### src/hdl/job_status_pkg.sv
// Overview of operation
// RULE_01 - only jobs 200-202; distinct number per job
// RULE_02 - record is status word then length word
// RULE_03 - length word gets words moved at completion
// RULE_04 - bits 0-3 report job status
// RULE_05 - bits 4-7 report data management
// RULE_06 - gate bit 1 blocks, kept at 0
// RULE_07 - error nibble 8-11, valid only with error bit
// RULE_08 - bits 12-15 reserved, no function
// RULE_09 - host reads status right after each job
// RULE_10 - bad job parameters reported in error byte
// RULE_11 - polling cycle no longer than 5 ms
// RULE_12 - images exchanged through direct I/O access
// RULE_13 - front switch stores present configuration
// RULE_14 - front switch selects operating mode
// RULE_15 - config-ok and power-fail: error bit plus LED
// RULE_16 - auto address enable only; nothing else
// RULE_17 - nibble: rx avail, active, ok, error
// RULE_18 - codes 0-5 from host, 6-F from device
// RULE_19 - reserved and transfer-active bits driven zero
package job_status_pkg;
	localparam logic [7:0] JOB_FIRST = 8'hC8;
	localparam logic [7:0] JOB_LAST = 8'hCA;
	localparam logic [7:0] JOB_SEND_IMG = 8'hC8;
	localparam logic [7:0] JOB_CFG = 8'hCA;
	localparam logic [7:0] SEND_IMG_WORDS = 8'h08;
	// status word bit positions
	localparam int ST_RX_AVAIL = 0;
	localparam int ST_ACTIVE = 1;
	localparam int ST_OK = 2;
	localparam int ST_ERR = 3;
	localparam int DM_XFER_ACT = 4;
	localparam int DM_SEND_OK = 5;
	localparam int DM_ACCEPT_OK = 6;
	localparam int DM_GATE = 7;
	localparam int ERR_LSB = 8;
	// error nibble codes
	localparam logic [3:0] ERR_NONE = 4'h0;
	localparam logic [3:0] ERR_GATED = 4'h1;
	localparam logic [3:0] ERR_PARAM_UNSUP = 4'h6;
	localparam logic [3:0] ERR_NOT_PERMITTED = 4'h8;
	localparam logic [7:0] PERR_NONE = 8'h00;
	localparam logic [7:0] PERR_BAD_JOB = 8'h01;
	localparam logic MODE_CONFIG = 1'b0;
	localparam logic MODE_PROTECTED = 1'b1;
	// polling cycle bound
	localparam int POLL_CYCLE_US = 5000;
	localparam int CLK_FREQ_MHZ = 200;
	localparam int POLL_CYCLE_CLKS = POLL_CYCLE_US * CLK_FREQ_MHZ;
	// controller register map
	localparam logic [7:0] REG_CMD = 8'h00;
	localparam logic [7:0] REG_CTRL = 8'h04;
	localparam logic [7:0] REG_OUT_IMG = 8'h08;
	localparam logic [7:0] REG_IN_IMG = 8'h0C;
	localparam logic [7:0] REG_JOB_REC0 = 8'h10;
	localparam logic [7:0] REG_JOB_REC1 = 8'h14;
	localparam logic [7:0] REG_JOB_REC2 = 8'h18;
	localparam logic [7:0] REG_INFO = 8'h1C;
	localparam logic [7:0] REG_IRQ_STAT = 8'h20;
	localparam logic [7:0] REG_IRQ_CLR = 8'h24;
	localparam logic [7:0] REG_IRQ_EN = 8'h28;
	localparam int CMD_RX_BIT = 8;
	localparam int CMD_GATE_BIT = 9;
	localparam int CMD_LEN_LSB = 16;
	localparam int INFO_CFG_OK = 8;
	localparam int INFO_APF = 9;
	localparam int INFO_AUTO = 10;
	localparam int INFO_BUSY = 11;
	localparam int IRQ_DONE = 0;
	localparam int IRQ_ERR = 1;
	localparam int IRQ_PERR = 2;
	localparam int IRQ_APF = 3;
	localparam int IRQ_W = 4;

	function automatic logic job_valid(input logic [7:0] num);
		return (num >= JOB_FIRST) && (num <= JOB_LAST);
	endfunction

	function automatic logic [1:0] job_index(input logic [7:0] num);
		logic [7:0] d;
		d = num - JOB_FIRST;
		return d[1:0];
	endfunction
endpackage

### src/hdl/job_link_if.sv
`timescale 1ns/1ps
`default_nettype none
// job exchange between the controller and the module
interface job_link_if #(parameter int IMG_W = 16);
	logic start;
	logic [7:0] job_num;
	logic job_rx;
	logic gate;
	logic [7:0] len_words;
	logic [IMG_W-1:0] out_image;
	logic auto_en;
	logic busy;
	logic done;
	logic [7:0] done_num;
	logic [15:0] stat_word;
	logic [15:0] len_word;
	logic perr;
	logic [7:0] perr_byte;
	logic [IMG_W-1:0] in_image;
	logic cfg_ok;
	logic bus_power_fail_flag;
	logic auto_en_rb;

	modport dev (
		input start, job_num, job_rx, gate, len_words, out_image, auto_en,
		output busy, done, done_num, stat_word, len_word, perr, perr_byte,
		output in_image, cfg_ok, bus_power_fail_flag, auto_en_rb
	);
	modport host (
		output start, job_num, job_rx, gate, len_words, out_image, auto_en,
		input busy, done, done_num, stat_word, len_word, perr, perr_byte,
		input in_image, cfg_ok, bus_power_fail_flag, auto_en_rb
	);
endinterface
`default_nettype wire

### src/hdl/job_module.sv
`timescale 1ns/1ps
`default_nettype none
// module end: runs jobs, keeps images, front panel
module job_module
	import job_status_pkg::*;
#(
	parameter int IMG_W = 16,
	parameter int SLAVES = 31,
	parameter int POLL_CLKS = POLL_CYCLE_CLKS
) (
	input wire logic pclk,
	input wire logic presetn,
	job_link_if.dev link,
	input wire logic [IMG_W-1:0] slave_in_image,
	input wire logic [SLAVES-1:0] slave_present,
	input wire logic bus_power_ok,
	input wire logic sw_store_cfg,
	input wire logic sw_mode,
	output logic [IMG_W-1:0] slave_out_image,
	output logic led_cfg_ok,
	output logic led_power_fail,
	output logic auto_addr_en
);
	typedef enum logic [1:0] {
		S_IDLE = 2'b00,
		S_XFER = 2'b01,
		S_DONE = 2'b10
	} job_state_t;

	job_state_t state_q;
	logic [7:0] num_q;
	logic rx_q;
	logic [3:0] err_q;
	logic [7:0] left_q;
	logic [7:0] moved_q;
	logic [SLAVES-1:0] expected_q;
	logic sw_store_q;
	logic poll_tick;
	logic store_req;

	// assemble a status word; reserved and transfer-active stay zero
	function automatic logic [15:0] status_word(input logic active, input logic rx,
			input logic [3:0] err, input logic fin);
		logic [15:0] w;
		w = 16'h0000; // RULE_08 RULE_19
		w[ST_ACTIVE] = active; // RULE_04 RULE_17
		if (fin && err == ERR_NONE) begin
			w[ST_OK] = 1'b1; // RULE_17
			w[ST_RX_AVAIL] = rx; // RULE_17
			w[DM_ACCEPT_OK] = rx; // RULE_05
			w[DM_SEND_OK] = !rx; // RULE_05
		end
		if (fin && err != ERR_NONE) begin
			w[ST_ERR] = 1'b1; // RULE_17
			w[ERR_LSB +: 4] = err; // RULE_07
		end
		w[DM_XFER_ACT] = 1'b0; // RULE_05 RULE_19
		w[DM_GATE] = 1'b0; // RULE_06
		return w;
	endfunction

	// decide the device-side error code for a new job
	function automatic logic [3:0] job_check(input logic [7:0] num, input logic [7:0] len,
			input logic gate, input logic mode);
		logic [3:0] e;
		e = ERR_NONE;
		if (gate) begin
			e = ERR_PARAM_UNSUP; // RULE_06 RULE_18
		end else if (num == JOB_SEND_IMG && len != SEND_IMG_WORDS) begin
			e = ERR_PARAM_UNSUP; // RULE_18
		end else if (num == JOB_CFG && mode == MODE_PROTECTED) begin
			e = ERR_NOT_PERMITTED; // RULE_04 RULE_18
		end
		return e;
	endfunction

	// polling cycle enable; whole cycle fixed regardless of slave count
	tick_divider #(.DIV(POLL_CLKS)) u_poll (
		.pclk(pclk),
		.presetn(presetn),
		.tick(poll_tick)
	); // RULE_11

	// job sequencer
	always_ff @(posedge pclk or negedge presetn) begin
		if (!presetn) begin
			state_q <= S_IDLE;
			num_q <= 8'h00;
			rx_q <= 1'b0;
			err_q <= ERR_NONE;
			left_q <= 8'h00;
			moved_q <= 8'h00;
		end else begin
			unique case (state_q)
				S_IDLE: begin
					if (link.start && job_valid(link.job_num)) begin // RULE_01
						num_q <= link.job_num;
						rx_q <= link.job_rx;
						err_q <= job_check(link.job_num, link.len_words, link.gate, sw_mode);
						left_q <= link.len_words;
						moved_q <= 8'h00;
						if (job_check(link.job_num, link.len_words, link.gate, sw_mode) != ERR_NONE
								|| link.len_words == 8'h00) begin
							state_q <= S_DONE;
						end else begin
							state_q <= S_XFER;
						end
					end
				end
				S_XFER: begin
					// one data word per clock
					left_q <= left_q - 8'h01;
					moved_q <= moved_q + 8'h01; // RULE_03
					if (left_q == 8'h01) begin
						state_q <= S_DONE;
					end
				end
				S_DONE: begin
					state_q <= S_IDLE;
				end
				default: begin
					state_q <= S_IDLE;
				end
			endcase
		end
	end

	// record towards the controller: status word then length word
	always_ff @(posedge pclk or negedge presetn) begin
		if (!presetn) begin
			link.busy <= 1'b0;
			link.done <= 1'b0;
			link.done_num <= 8'h00;
			link.stat_word <= 16'h0000;
			link.len_word <= 16'h0000;
		end else begin
			link.done <= 1'b0;
			if (state_q == S_IDLE && link.start && job_valid(link.job_num)) begin
				link.busy <= 1'b1;
				link.done_num <= link.job_num;
				link.stat_word <= status_word(1'b1, 1'b0, ERR_NONE, 1'b0); // RULE_04
				link.len_word <= 16'h0000;
			end else if (state_q == S_DONE) begin
				link.busy <= 1'b0;
				link.done <= 1'b1;
				link.stat_word <= status_word(1'b0, rx_q, err_q, 1'b1); // RULE_02
				link.len_word <= {8'h00, moved_q}; // RULE_02 RULE_03
			end
		end
	end

	// parameter error byte, separate from the status word
	always_ff @(posedge pclk or negedge presetn) begin
		if (!presetn) begin
			link.perr <= 1'b0;
			link.perr_byte <= PERR_NONE;
		end else begin
			link.perr <= 1'b0;
			if (link.start && state_q == S_IDLE) begin
				if (!job_valid(link.job_num)) begin // RULE_01
					link.perr <= 1'b1; // RULE_10
					link.perr_byte <= PERR_BAD_JOB; // RULE_10
				end else begin
					link.perr_byte <= PERR_NONE;
				end
			end
		end
	end

	// images swapped once per polling cycle, host sees them directly
	always_ff @(posedge pclk or negedge presetn) begin
		if (!presetn) begin
			link.in_image <= '0;
			slave_out_image <= '0;
		end else if (poll_tick) begin
			link.in_image <= slave_in_image; // RULE_12
			slave_out_image <= link.out_image; // RULE_12
		end
	end

	// switch edge; only honoured in configuration mode
	assign store_req = (sw_store_cfg && !sw_store_q && sw_mode == MODE_CONFIG)
		|| (state_q == S_DONE && num_q == JOB_CFG && err_q == ERR_NONE);

	// expected configuration store
	always_ff @(posedge pclk or negedge presetn) begin
		if (!presetn) begin
			sw_store_q <= 1'b0;
			expected_q <= '0;
		end else begin
			sw_store_q <= sw_store_cfg;
			if (store_req) begin
				expected_q <= slave_present; // RULE_13 RULE_14
			end
		end
	end

	// config-ok and power-fail to error bits and LEDs
	always_ff @(posedge pclk or negedge presetn) begin
		if (!presetn) begin
			link.cfg_ok <= 1'b0;
			link.bus_power_fail_flag <= 1'b0;
			led_cfg_ok <= 1'b0;
			led_power_fail <= 1'b0;
		end else begin
			link.cfg_ok <= (slave_present == expected_q); // RULE_15
			led_cfg_ok <= (slave_present == expected_q); // RULE_15
			link.bus_power_fail_flag <= !bus_power_ok; // RULE_15
			led_power_fail <= !bus_power_ok; // RULE_15
		end
	end

	// auto address enable is the only settable function here
	always_ff @(posedge pclk or negedge presetn) begin
		if (!presetn) begin
			auto_addr_en <= 1'b0;
			link.auto_en_rb <= 1'b0;
		end else begin
			auto_addr_en <= link.auto_en; // RULE_16
			link.auto_en_rb <= auto_addr_en; // RULE_16
		end
	end
endmodule
`default_nettype wire

### src/hdl/tick_divider.sv
`timescale 1ns/1ps
`default_nettype none
// one-cycle enable every DIV clocks
module tick_divider #(parameter int DIV = 4) (
	input wire logic pclk,
	input wire logic presetn,
	output logic tick
);
	logic [31:0] cnt_q;

	// free-running count, pulse on wrap
	always_ff @(posedge pclk or negedge presetn) begin
		if (!presetn) begin
			cnt_q <= 32'h0000_0000;
			tick <= 1'b0;
		end else if (cnt_q == 32'(DIV - 1)) begin
			cnt_q <= 32'h0000_0000;
			tick <= 1'b1;
		end else begin
			cnt_q <= cnt_q + 32'h0000_0001;
			tick <= 1'b0;
		end
	end
endmodule
`default_nettype wire

### src/flat_wrapper.sv
// flat-port wrapper written by rule: the top's interface ports become plain ports
module job_module_flat import job_status_pkg::*;
#(
	parameter int IMG_W = 16,
	parameter int SLAVES = 31,
	parameter int POLL_CLKS = POLL_CYCLE_CLKS
)
  (pclk, presetn, slave_in_image, slave_present, bus_power_ok, sw_store_cfg, sw_mode, slave_out_image, led_cfg_ok, led_power_fail, auto_addr_en, link_start, link_job_num, link_job_rx, link_gate, link_len_words, link_out_image, link_auto_en, link_busy, link_done, link_done_num, link_stat_word, link_len_word, link_perr, link_perr_byte, link_in_image, link_cfg_ok, link_bus_power_fail_flag, link_auto_en_rb);
  job_link_if #(.IMG_W(IMG_W)) link_i ();
  input wire logic pclk;
  input wire logic presetn;
  input wire logic [IMG_W-1:0] slave_in_image;
  input wire logic [SLAVES-1:0] slave_present;
  input wire logic bus_power_ok;
  input wire logic sw_store_cfg;
  input wire logic sw_mode;
  output logic [IMG_W-1:0] slave_out_image;
  output logic led_cfg_ok;
  output logic led_power_fail;
  output logic auto_addr_en;
  input wire logic [$bits(link_i.start)-1:0] link_start;
  input wire logic [$bits(link_i.job_num)-1:0] link_job_num;
  input wire logic [$bits(link_i.job_rx)-1:0] link_job_rx;
  input wire logic [$bits(link_i.gate)-1:0] link_gate;
  input wire logic [$bits(link_i.len_words)-1:0] link_len_words;
  input wire logic [$bits(link_i.out_image)-1:0] link_out_image;
  input wire logic [$bits(link_i.auto_en)-1:0] link_auto_en;
  output wire logic [$bits(link_i.busy)-1:0] link_busy;
  output wire logic [$bits(link_i.done)-1:0] link_done;
  output wire logic [$bits(link_i.done_num)-1:0] link_done_num;
  output wire logic [$bits(link_i.stat_word)-1:0] link_stat_word;
  output wire logic [$bits(link_i.len_word)-1:0] link_len_word;
  output wire logic [$bits(link_i.perr)-1:0] link_perr;
  output wire logic [$bits(link_i.perr_byte)-1:0] link_perr_byte;
  output wire logic [$bits(link_i.in_image)-1:0] link_in_image;
  output wire logic [$bits(link_i.cfg_ok)-1:0] link_cfg_ok;
  output wire logic [$bits(link_i.bus_power_fail_flag)-1:0] link_bus_power_fail_flag;
  output wire logic [$bits(link_i.auto_en_rb)-1:0] link_auto_en_rb;
  assign link_i.start = link_start;
  assign link_i.job_num = link_job_num;
  assign link_i.job_rx = link_job_rx;
  assign link_i.gate = link_gate;
  assign link_i.len_words = link_len_words;
  assign link_i.out_image = link_out_image;
  assign link_i.auto_en = link_auto_en;
  assign link_busy = link_i.busy;
  assign link_done = link_i.done;
  assign link_done_num = link_i.done_num;
  assign link_stat_word = link_i.stat_word;
  assign link_len_word = link_i.len_word;
  assign link_perr = link_i.perr;
  assign link_perr_byte = link_i.perr_byte;
  assign link_in_image = link_i.in_image;
  assign link_cfg_ok = link_i.cfg_ok;
  assign link_bus_power_fail_flag = link_i.bus_power_fail_flag;
  assign link_auto_en_rb = link_i.auto_en_rb;
  job_module #(.IMG_W(IMG_W), .SLAVES(SLAVES), .POLL_CLKS(POLL_CLKS)) u_core (.pclk(pclk), .presetn(presetn), .link(link_i), .slave_in_image(slave_in_image), .slave_present(slave_present), .bus_power_ok(bus_power_ok), .sw_store_cfg(sw_store_cfg), .sw_mode(sw_mode), .slave_out_image(slave_out_image), .led_cfg_ok(led_cfg_ok), .led_power_fail(led_power_fail), .auto_addr_en(auto_addr_en));
endmodule
### config.mk
export PLATFORM = sky130hd
export DESIGN_NAME = job_module_flat
export DESIGN_NICKNAME = d
export VERILOG_FILES = /design/src/hdl/job_status_pkg.sv /design/src/hdl/job_link_if.sv /design/src/hdl/job_module.sv /design/src/hdl/tick_divider.sv /design/src/flat_wrapper.sv
export SDC_FILE = /design/constraint.sdc
export NUM_CORES = 1
export LEC_CHECK = 0
export ABC_AREA = 1
export BUFFER_PORTS_ARGS = -buffer_cell sky130_fd_sc_hd__buf_2
export CAP_MARGIN = 30
export CORE_MARGIN = 10
export CORE_UTILIZATION = 35
export CTS_CLUSTER_DIAMETER = 60
export DETAILED_ROUTE_END_ITERATION = 10
export PLACE_DENSITY = 0.61
export SYNTH_ARGS = -nofsm -noshare
export SYNTH_HDL_FRONTEND = slang
export SYNTH_HIERARCHICAL = 1
export SYNTH_SLANG_ARGS = --single-unit
export TNS_END_PERCENT = 20
### constraint.sdc
create_clock -name pclk -period 3.5 [get_ports pclk]
set_clock_uncertainty 0.15 [all_clocks]
set_input_delay 0.175 -clock pclk [delete_from_list [all_inputs] [get_ports pclk]]
set_output_delay 0.175 -clock pclk [all_outputs]
set_load 0.02 [all_outputs]
==> run_results.csv, run 1 <==
group,metric,value,unit
yosys,synth_cell_types,34,
floorplan,dieArea,28400,um^2
timing,worstMarginPinSlew,0.737,ns
worst_setup_path,critPathBufInv,0,
global_routing,grt_antenna_before_repair,0,
floorplan,ios,177,
worst_setup_path,crit_slowest_cell,"nand2_2",
power,p_leak,0.00530,uW
worst_setup_path,r2r_setup_slack,1.09,ns
yosys,syn_area,7710,um^2
worst_setup_path,cp_common_cell,"nand2_1",
clocking,cts-root-buf,"clkbuf_16",
worst_setup_path,startpoint_type,"flip-flop",
yosys,yosys_warnings,6,
clocking,clkLatencyLatePin,0.42,ns
finish,fin_area,10100,um^2
timing,report.final.slew_viol_count,0,
global_routing,grt_max_degree,79,
yosys,synth_seq_cells,156,
outcome,status,"finished clean",
finish,fill_cells,2033,
detailed_routing,ant_nets,0,
floorplan,start_util,35.5,%
worst_hold_path,min_from,"link_len_words[0]",
worst_hold_path,whs_path_depth,5,
place,dpl_cell_area,8670,um^2
clocking,path_clk_slew,0.06,ns
floorplan,core-area,21800,um^2
floorplan,rows,54,
timing,grt_setup_unrepaired,"no",
power,power.density,413,nW/um^2
yosys,avgSynthCellArea,8.50,um^2
clocking,cts_tree,"yes",
finish,n_antenna_cell,0,
global_routing,grt_pass1_vias,6378,
worst_setup_path,crit_path_start,"u_core/num_q[0]",
global_routing,grt_pass1_wl,33.4,mm
clocking,h-tree-depth,4,
timing,fin_crit_sh,69.0,%
detailed_routing,first_iter_violations,379,
clocking,clock_sinks,156,
detailed_routing,viasPerCell,4.54,
timing,finalSetupViolations,0,
detailed_routing,drt_pass1_iterations,4,
clocking,cts-buffers-inserted,17,
power,ir_worst_vdd,0.246,mV
yosys,synth_seq_area_share,50.6,%
worst_setup_path,critPathKind,"flip-flop to flip-flop",
worst_setup_path,path_cells,"nor4_1 > nand3b_4 > nand2_2 > nand2_1 > nand2_1",
worst_setup_path,worstPathRequired,3.70,ns
yosys,synth_edf_count,0,
worst_setup_path,ff2ff_path_depth,5,
finish,nets,1230,
global_routing,grt_use_total,14.3,%
clocking,cts_max_path_buffers,2,
worst_setup_path,cp.depth,5,
worst_setup_path,reg2reg_from,"u_core/num_q[0]",
detailed_routing,wl,20.7,mm
worst_hold_path,hold_path_end,"u_core/left_q[0]",
timing,slew_headroom,50.8,%
flow_run,drv_cap,0,
worst_setup_path,worstPathArrival,2.62,ns
place,port_buffers,154,
worst_setup_path,slowest_delay,0.61,ns
finish,drive_gt1_share,21.2,%
detailed_routing,drc,0,
global_routing,gr-total-overflow,0,
yosys,syn_inst,908,
worst_setup_path,cp_top_family,"simple AND/OR/NAND/NOR gates",
timing,post-route-min-period,2.41,ns
timing,fin_tns_setup,0,ns
detailed_routing,post_drt_wl_per_cell,14.5,um
place,gp_congestion,0.860,
timing,fmax,0.414,GHz
floorplan,die_w,168,um
yosys,async_flop_share,100,%
yosys,synthFlopType,"dfrtp_1",
finish,area_growth,30.7,%
worst_setup_path,cp_max_fo,32,
timing,hold_viol,0,
worst_setup_path,r2r-end,"u_core/expected_q[21]",
place,hpwl,14.8,mm
detailed_routing,via_count,6503,
worst_hold_path,hp-class,"input pin to flip-flop",
floorplan,die_h,168,um
worst_setup_path,worst_setup_path_end_kind,"flip-flop",
report_power, final:
part | internal, uW | switching (uW)
combinational | 185 | 176
clock | 1100 | 798
sequential | 1860 | 42.9
layer usage:
metal  share of wire [%]  global-route usage, %
met5                   0                      0
met1                  47                   18.8
met2                  46                   22.8
met4                0.89                   3.26
met3                 5.8                   3.87
cells in the mapped netlist, types with 5 or more instances:
cell	instances	area (um^2)
buf_4	30	225
clkbuf_1	5	18.8
nor2_2	6	37.5
inv_1	106	398
mux2_1	8	90.1
o21ai_0	29	145
or2_2	5	31.3
mux2_2	24	270
xnor2_1	32	280
nand2_2	6	37.5
nand3_1	93	465
nor2_1	87	327
xor2_1	14	123
nand2_1	237	890
inv_2	5	18.8
dfrtp_1	156	3900
buf_2	9	45.0
nand4_1	19	119
a21oi_1	5	25.0
worst max path at each step:
| stage | slack (ns) | endpoint |
|---|---|---|
| 6_report | 1.09 | u_core/expected_q[21] |
| 5_1_grt | 0.92 | u_core/expected_q[28] |
| 4_1_cts | 1.08 | u_core/expected_q[21] |
| 3_5_place_dp | 1.13 | u_core/expected_q[30] |
| 3_3_place_gp | 1.11 | u_core/expected_q[16] |
| 2_1_floorplan | 1.92 | u_core/u_poll/cnt_q[17] |
layout make-up:
type                    count  area (um^2)  area share (%)
flip-flops and latches    156         3900            38.7
inverters                 111          417            4.13
clock inverters            14          175            1.74
repair buffers            239         1650            16.3
clock buffers              18          439            4.36
well taps                 280          350            3.48
multi-input cells         613         3150            31.2
state kept, by name (all words and copies together) (netlist names), 8 cells and up:
signal	flops
u_core/expected_q	31
u_core/left_q	8
u_core/link.done_num	8
u_core/link.in_image	16
u_core/link.len_word	8
u_core/moved_q	8
u_core/num_q	8
u_core/slave_out_image	16
u_core/u_poll/cnt_q	32
through the flow:
stage | cells | total power (uW) | setup WS (ns) | util, % | hold slack (ns)
3_5_place_dp | 1320 | 2230 | 1.13 | 39.9 | 0.0370
2_1_floorplan | 929 | 2120 | 1.92 | - | -0.271
6_report | 1431 | 4160 | 1.09 | 46.3 | 0.0409
3_3_place_gp | 1319 | 2230 | 1.11 | 39.7 | 0.0378
5_1_grt | 1431 | 4340 | 0.921 | 46.3 | 0.0775
4_1_cts | 1431 | 4220 | 1.08 | 46.3 | 0.0112
cells by family after synthesis:
logic type	after synthesis	synth area share (%)
compound gates	43	2.97
flops	156	50.6
other cells	1	0.0486
mux	32	4.67
xor+xnor	46	5.22
fa+ha+maj	4	0.649
buf+inv	160	9.59
simple gates	466	26.2
placed cells by master, fill, tap and decap left out, drive strengths merged, types with 2 or more instances in the layout:
master and count:
o21ai 32, inv 118, or2 5, a21oi 5, clkinvlp 2, buf 160
nand2 243, conb 22, nand3b 2, ha 4, dfrtp 156, nor3 3
bufinv 2, dlygate4sd3 79, clkbuf 18, nor4 3, nand3 94, clkinv 3
nor2 96, o21bai 4, xnor2 32, nand4 19, mux2 32, xor2 14
tightest hold or removal path, delay by kind of cell:
kind	cells	cell delay [ns]
buf+inv	2	0.17
simple gates	2	0.12
compound gates	1	0.10
what timing repair did:
action | 4_1_cts | 5_1_grt
buffers inserted | 0 | 0
gates resized for setup | 0 | 0
hold endpoints to repair | 139 | 0
hold buffers | 79 | 0
(Power assumes the default switching activity.)
==> run 2: changes to the inputs <==
--- a/config.mk
+++ b/config.mk
@@ -12,7 +12,7 @@
 export CORE_UTILIZATION = 35
 export CTS_CLUSTER_DIAMETER = 60
 export DETAILED_ROUTE_END_ITERATION = 10
-export PLACE_DENSITY = 0.61
+export PLACE_DENSITY = 0.63
 export SYNTH_ARGS = -nofsm -noshare
 export SYNTH_HDL_FRONTEND = slang
 export SYNTH_HIERARCHICAL = 1
==> constraint.sdc (replaced) <==
create_clock -name pclk -period 2.05 [get_ports pclk]
set_clock_uncertainty 0.15 [all_clocks]
set_input_delay 0.1025 -clock pclk [delete_from_list [all_inputs] [get_ports pclk]]
set_output_delay 0.1025 -clock pclk [all_outputs]
set_load 0.02 [all_outputs]
==> run 2 against run 1 <==
Against the previous run:
- final cell count grew 0.84%
- largest power group unchanged
- critical path depth grew 3
- routed wire length shrank 1.3%
- non-clock buffer count grew 12
- worst hold slack gained 0.012 ns
- via count grew 0.45%
- design area grew 1.1%
- clock power grew 68%
- fmax grew 38%
- largest cell class unchanged
==> run_results.csv, run 2 (synthesis results as in run 1) <==
group,metric,value,unit
worst_setup_path,critPathKind,"flip-flop to flip-flop",
worst_setup_path,reg2reg_from,"u_core/u_poll/cnt_q[0]",
detailed_routing,viasPerCell,4.53,
clocking,cts_hold_buffers,83,
power,power.density,696,nW/um^2
global_routing,gr-total-overflow,0,
worst_setup_path,worst_setup_path_end_kind,"flip-flop",
place,dpl_cell_area,8740,um^2
worst_setup_path,cp_top_family,"simple AND/OR/NAND/NOR gates",
detailed_routing,drt_pass1_iterations,4,
finish,top_register,"u_core/u_poll/cnt_q",
clocking,cts-buffers-inserted,17,
worst_setup_path,slowest_delay,0.41,ns
floorplan,start_util,35.5,%
floorplan,dieArea,28400,um^2
finish,final_common_cell,"nand2_1",
floorplan,die_w,168,um
finish,nets,1242,
clocking,cts_max_path_buffers,2,
worst_setup_path,worstPathArrival,1.91,ns
timing,grt_setup_unrepaired,"no",
timing,hold_viol,0,
clocking,cts_resized,0,
worst_setup_path,worstPathRequired,2.21,ns
finish,drive_gt1_share,21.8,%
finish,fin_area,10200,um^2
worst_hold_path,hp-class,"input pin to flip-flop",
finish,regArea,3900,um^2
finish,multiInputGateArea,3150,um^2
place,gp_congestion,0.867,
floorplan,rows,54,
finish,reg_top3,"u_core/u_poll/cnt_q (32), u_core/expected_q (31)",
timing,fin_crit_sh,85.2,%
power,ir_worst_vdd,0.512,mV
flow_run,drv_cap,0,
global_routing,grt_use_total,14.2,%
floorplan,ios,177,
worst_setup_path,ff2ff_path_depth,8,
clocking,clock_sinks,156,
detailed_routing,via_count,6532,
global_routing,grt_pass1_vias,6482,
worst_setup_path,r2r_setup_slack,0.30,ns
place,port_buffers,154,
floorplan,core-area,21800,um^2
finish,largest_reg_flops,32,
global_routing,grt_antenna_before_repair,0,
worst_setup_path,critPathBufInv,1,
clocking,cts-root-buf,"clkbuf_16",
global_routing,grt_pass1_wl,33.3,mm
worst_setup_path,cp.depth,8,
worst_setup_path,crit_path_start,"u_core/u_poll/cnt_q[0]",
worst_setup_path,path_cells,"ha_1 > nand2_2 > nor2_4 > nor3b_2 > nand2_1 > nor2_2 > buf_4 > nor2_1",
detailed_routing,first_iter_violations,507,
worst_setup_path,r2r-end,"u_core/u_poll/cnt_q[17]",
clocking,path_clk_slew,0.07,ns
floorplan,die_h,168,um
place,hpwl,14.5,mm
worst_setup_path,crit_slowest_cell,"dfrtp_1",
clocking,cts_tree,"yes",
detailed_routing,drc,0,
timing,post-route-min-period,1.75,ns
finish,n_antenna_cell,0,
power,p_leak,0.00536,uW
detailed_routing,ant_nets,0,
clocking,clkLatencyLatePin,0.43,ns
detailed_routing,post_drt_wl_per_cell,14.1,um
global_routing,grt_max_degree,55,
timing,report.final.slew_viol_count,0,
timing,fmax,0.573,GHz
clocking,h-tree-depth,4,
outcome,status,"finished clean",
finish,fill_cells,2037,
timing,fin_tns_setup,0,ns
worst_setup_path,crit_end,"u_core/u_poll/cnt_q[17]",
finish,layout_common_cells,"237 x nand2_1, 156 x dfrtp_1, 153 x buf_2",
finish,area_growth,32.1,%
detailed_routing,wl,20.4,mm
power,p_total,7090,uW
worst_setup_path,cp_max_fo,11,
worst_setup_path,startpoint_type,"flip-flop",
clocking,cts_post_setup_buffers_inserted,0,
timing,finalSetupViolations,0,
-- run 2: changes by cell type in the layout (fill, tap and decap cells not counted) --
| cell | delta |
|---|---|
| buf_4 | +7 |
| buf_16 | -1 |
| dlygate4sd3_1 | +3 |
| clkbuf_8 | -1 |
| clkinv_2 | +1 |
| buf_12 | +3 |
-- run 2: power by group --
part | leakage, uW | switching [uW] | internal (uW) | total (uW)
clock network | 0.000292 | 1360 | 1840 | 3200
logic | 0.00310 | 305 | 331 | 636
registers | 0.00196 | 69.7 | 3180 | 3250
total | 0.00536 | 1740 | 5350 | 7090
-- run 2: cell type report --
class                      count  area share, %
tap                          280           3.44
inverter                     111           4.09
sequential                   156           38.3
clock buffer                  17           4.18
timing repair buffer         251           17.3
multi-input combinational    613           30.9
clock inverter                15           1.77
-- run 2: per-layer routing --
layer	vias to the layer above	track usage, %	share of wire (%)
met5	-	0	0
met4	0	4.81	1.3
met3	22	3.47	5.6
met2	158	23.2	47
met1	3055	18.0	46
li1	3297	-	-
-- run 2: how the worst min path moves through the flow --
stage / start / end / slack [ns] / depth (start not counted)
2_1_floorplan: presetn / u_core/auto_addr_en / -0.34 / 0
3_3_place_gp: presetn / u_core/link.len_word[0] / -0.13 / 1
3_5_place_dp: presetn / u_core/link.len_word[3] / -0.13 / 1
4_1_cts: sw_mode / u_core/state_q[1] / 0.03 / 5
5_1_grt: sw_mode / u_core/state_q[1] / 0.06 / 5
6_report: sw_mode / u_core/state_q[1] / 0.05 / 5
-- run 2: through the flow --
step | worst slack [ns] | util (%) | instances | hold slack (ns)
after floorplan | 0.474 | - | 929 | -0.343
after global placement | 0.353 | 40.2 | 1328 | -0.128
after detailed placement | 0.324 | 40.2 | 1328 | -0.132
after CTS | 0.314 | 46.8 | 1443 | 0.0307
after global routing | 0.184 | 46.8 | 1443 | 0.0572
final | 0.304 | 46.8 | 1443 | 0.0525
-- run 2: worst register-to-register path: stages (launching register included) --
cell     delay (ns)
dfrtp_1        0.41
ha_1           0.27
nand2_2        0.09
nor2_4         0.13
nor3b_2        0.18
nand2_1        0.08
nor2_2         0.08
buf_4          0.18
nor2_1         0.08
==> run 3: changes to the inputs <==
--- a/config.mk
+++ b/config.mk
@@ -5,14 +5,15 @@
 export SDC_FILE = /design/constraint.sdc
 export NUM_CORES = 1
 export LEC_CHECK = 0
-export ABC_AREA = 1
 export BUFFER_PORTS_ARGS = -buffer_cell sky130_fd_sc_hd__buf_2
 export CAP_MARGIN = 30
+export CELL_PAD_IN_SITES_DETAIL_PLACEMENT = 1
+export CELL_PAD_IN_SITES_GLOBAL_PLACEMENT = 1
 export CORE_MARGIN = 10
 export CORE_UTILIZATION = 35
 export CTS_CLUSTER_DIAMETER = 60
 export DETAILED_ROUTE_END_ITERATION = 10
-export PLACE_DENSITY = 0.63
+export PLACE_DENSITY = 0.77
 export SYNTH_ARGS = -nofsm -noshare
 export SYNTH_HDL_FRONTEND = slang
 export SYNTH_HIERARCHICAL = 1
==> run 3 against run 2 <==
Against the previous run:
- count of clock-buffer cells in the layout is 3 higher
- largest cell class unchanged
- critical path depth is 2 lower
- power increased by 29%
==> run_results.csv, run 3 <==
group,metric,value,unit
place,port_buffers,154,
clocking,cts-root-buf,"clkbuf_16",
yosys,synth_edf_count,0,
yosys,syn_area,6970,um^2
yosys,yosys_warnings,6,
detailed_routing,wl,21.4,mm
yosys,synth_compound_area_share,5.60,%
global_routing,grt_pass1_vias,6264,
finish,final_common_cell,"dfrtp_1",
timing,fmax,0.499,GHz
global_routing,gr-total-overflow,0,
worst_setup_path,worstPathArrival,2.21,ns
yosys,synthSimpleGateAreaFrac,15.3,%
timing,slew_headroom,64.1,%
yosys,synth_most_common_cell,"dfrtp_1",
yosys,syn_inst,598,
yosys,synth_seq_area_share,56.0,%
clocking,cts-buffers-inserted,17,
worst_setup_path,path_cells,"dlygate4sd3_1 > buf_2 > and2_1 > dlygate4sd3_1 > a31oi_1 > dlygate4sd3_1",
finish,reg_top3,"u_core/u_poll/cnt_q (32), u_core/expected_q (31)",
clocking,path_clk_slew,0.07,ns
clocking,h-tree-depth,4,
timing,report.final.slew_viol_count,0,
clocking,cts_tree,"yes",
worst_setup_path,crit_slowest_cell,"dlygate4sd3_1",
place,hpwl,13.5,mm
floorplan,core-area,19500,um^2
yosys,synthAdderAreaFrac,0.718,%
global_routing,grt_antenna_before_repair,1,
worst_setup_path,critPathKind,"input pin to flip-flop",
worst_setup_path,worst_setup_path_end_kind,"flip-flop",
clocking,clkLatencyLatePin,0.42,ns
timing,worstMarginPinSlew,0.531,ns
timing,grt_setup_unrepaired,"yes",
worst_hold_path,hp-class,"input pin to async pin",
floorplan,die_w,161,um
finish,top_register,"u_core/u_poll/cnt_q",
worst_setup_path,worstPathRequired,2.25,ns
power,p_total,9140,uW
yosys,synth_cell_types,57,
detailed_routing,via_count,5504,
worst_setup_path,critPathBufInv,4,
yosys,yosys-top-cells-count,"156 x dfrtp_1, 62 x mux2_2, 62 x nand2_1, 39 x xor2_1, 29 x buf_4",
worst_setup_path,cp_top_family,"buffers and inverters",
yosys,muxShareOfSynthArea,10.2,%
power,p_leak,0.00470,uW
finish,area_growth,37.6,%
floorplan,die_h,161,um
global_routing,grt_pass1_wl,34.3,mm
detailed_routing,drt_pass1_iterations,4,
global_routing,grt_use_total,16.3,%
detailed_routing,first_iter_violations,226,
yosys,async_flop_share,100,%
finish,layout_common_cells,"155 x dfrtp_1, 153 x buf_2, 86 x dlygate4sd3_1",
timing,hold_viol,0,
outcome,status,"finished clean",
finish,fin_area,9580,um^2
worst_setup_path,cp_max_fo,3,
detailed_routing,post_drt_wl_per_cell,18.9,um
finish,largest_reg_flops,32,
yosys,netlist.area_leader.share,56.0,%
worst_setup_path,cp.depth,6,
yosys,synth_top_family_by_area,"simple AND/OR/NAND/NOR gates",
worst_setup_path,startpoint_type,"input pin",
finish,drive_gt1_share,33.8,%
yosys,avgSynthCellArea,11.6,um^2
detailed_routing,viasPerCell,4.85,
global_routing,grt_max_degree,51,
floorplan,ios,177,
place,gp_congestion,0.754,
yosys,synthFlopType,"dfrtp_1",
power,ir_worst_vdd,0.552,mV
floorplan,rows,51,
finish,fill_cells,2171,
worst_setup_path,cp_common_cell,"dlygate4sd3_1",
floorplan,dieArea,25900,um^2
detailed_routing,ant_nets,0,
worst_setup_path,r2r_setup_slack,0.04,ns
worst_setup_path,ff2ff_path_depth,3,
clocking,cts_max_path_buffers,2,
floorplan,start_util,35.7,%
timing,fin_crit_sh,97.9,%
worst_setup_path,slowest_delay,0.57,ns
yosys,synth.area.top_cells,"dfrtp_1 56%, mux2_2 10%, xor2_1 4.9%, nand2_1 3.3%, buf_4 3.1%",
timing,post-route-min-period,2.01,ns
power,power.density,954,nW/um^2
flow_run,drv_cap,0,
timing,finalSetupViolations,0,
yosys,synth-xor-area-share,7.29,%
clocking,clock_sinks,156,
detailed_routing,drc,0,
yosys,yosysTopAreaCell,"dfrtp_1",
yosys,synth_seq_cells,156,
place,dpl_cell_area,8100,um^2
finish,nets,948,
-- run 3: routing by layer --
| layer | global-route usage, % | part of all wire [%] |
|---|---|---|
| met2 | 29.8 | 54 |
| met1 | 18.1 | 41 |
| met5 | 0 | 0 |
| met4 | 5.91 | 2.0 |
| met3 | 3.56 | 3.7 |
-- run 3: cell families after synthesis --
| kind of cell | after synthesis |
|---|---|
| compound gates | 60 |
| mux | 63 |
| simple gates | 197 |
| other cells | 1 |
| buf+inv | 59 |
| flops | 156 |
| fa+ha+maj | 4 |
| xor+xnor | 58 |
-- run 3: final timing paths --
kind	from	endpoint
max in group asynchronous	presetn	u_core/u_poll/cnt_q[4]
max	link_job_num[6]	u_core/link.perr
max reg2reg	u_core/state_q[0]	u_core/link.perr
min	presetn	u_core/expected_q[3]
min reg2reg	u_core/auto_addr_en	u_core/link.auto_en_rb
min in group pclk	link_job_num[2]	u_core/err_q[3]
-- run 3: stage by stage --
step / setup slack [ns] / TNS [ns] / cells / hold slack, ns / util, %
after floorplan: 0.167 / 0 / 619 / -0.343 / -
after global placement: 0.124 / 0 / 1015 / -0.0517 / 41.5
after detailed placement: 0.0532 / 0 / 1015 / -0.0647 / 41.5
after CTS: 0.0218 / 0 / 1133 / 0.0247 / 48.8
after global routing: -0.0229 / -0.0651 / 1135 / 0.0510 / 49.1
final: 0.0440 / 0 / 1135 / 0.0304 / 49.1
-- run 3: repair_timing --
action                     in CTS  in global routing
hold endpoints to repair      242                  0
resized for setup               0                  9
hold buffers                   86                  0
setup endpoints to repair       0                 14
setup buffers                   0                  1
-- run 3: final cells by class --
cell class	instances	area, um^2	area share [%]
diodes	1	2.50	0.0261
clock buffers	20	467	4.87
clock inverters	12	103	1.07
inverters	11	41.3	0.431
multi-input cells	404	2860	29.9
flip-flops and latches	156	3910	40.7
well taps	265	332	3.46
repair buffers	266	1870	19.5
-- run 3: where the power goes --
group          switching, uW  internal, uW
registers                396          3560
logic                   1250           914
clock network           1340          1680
total                   2990          6150
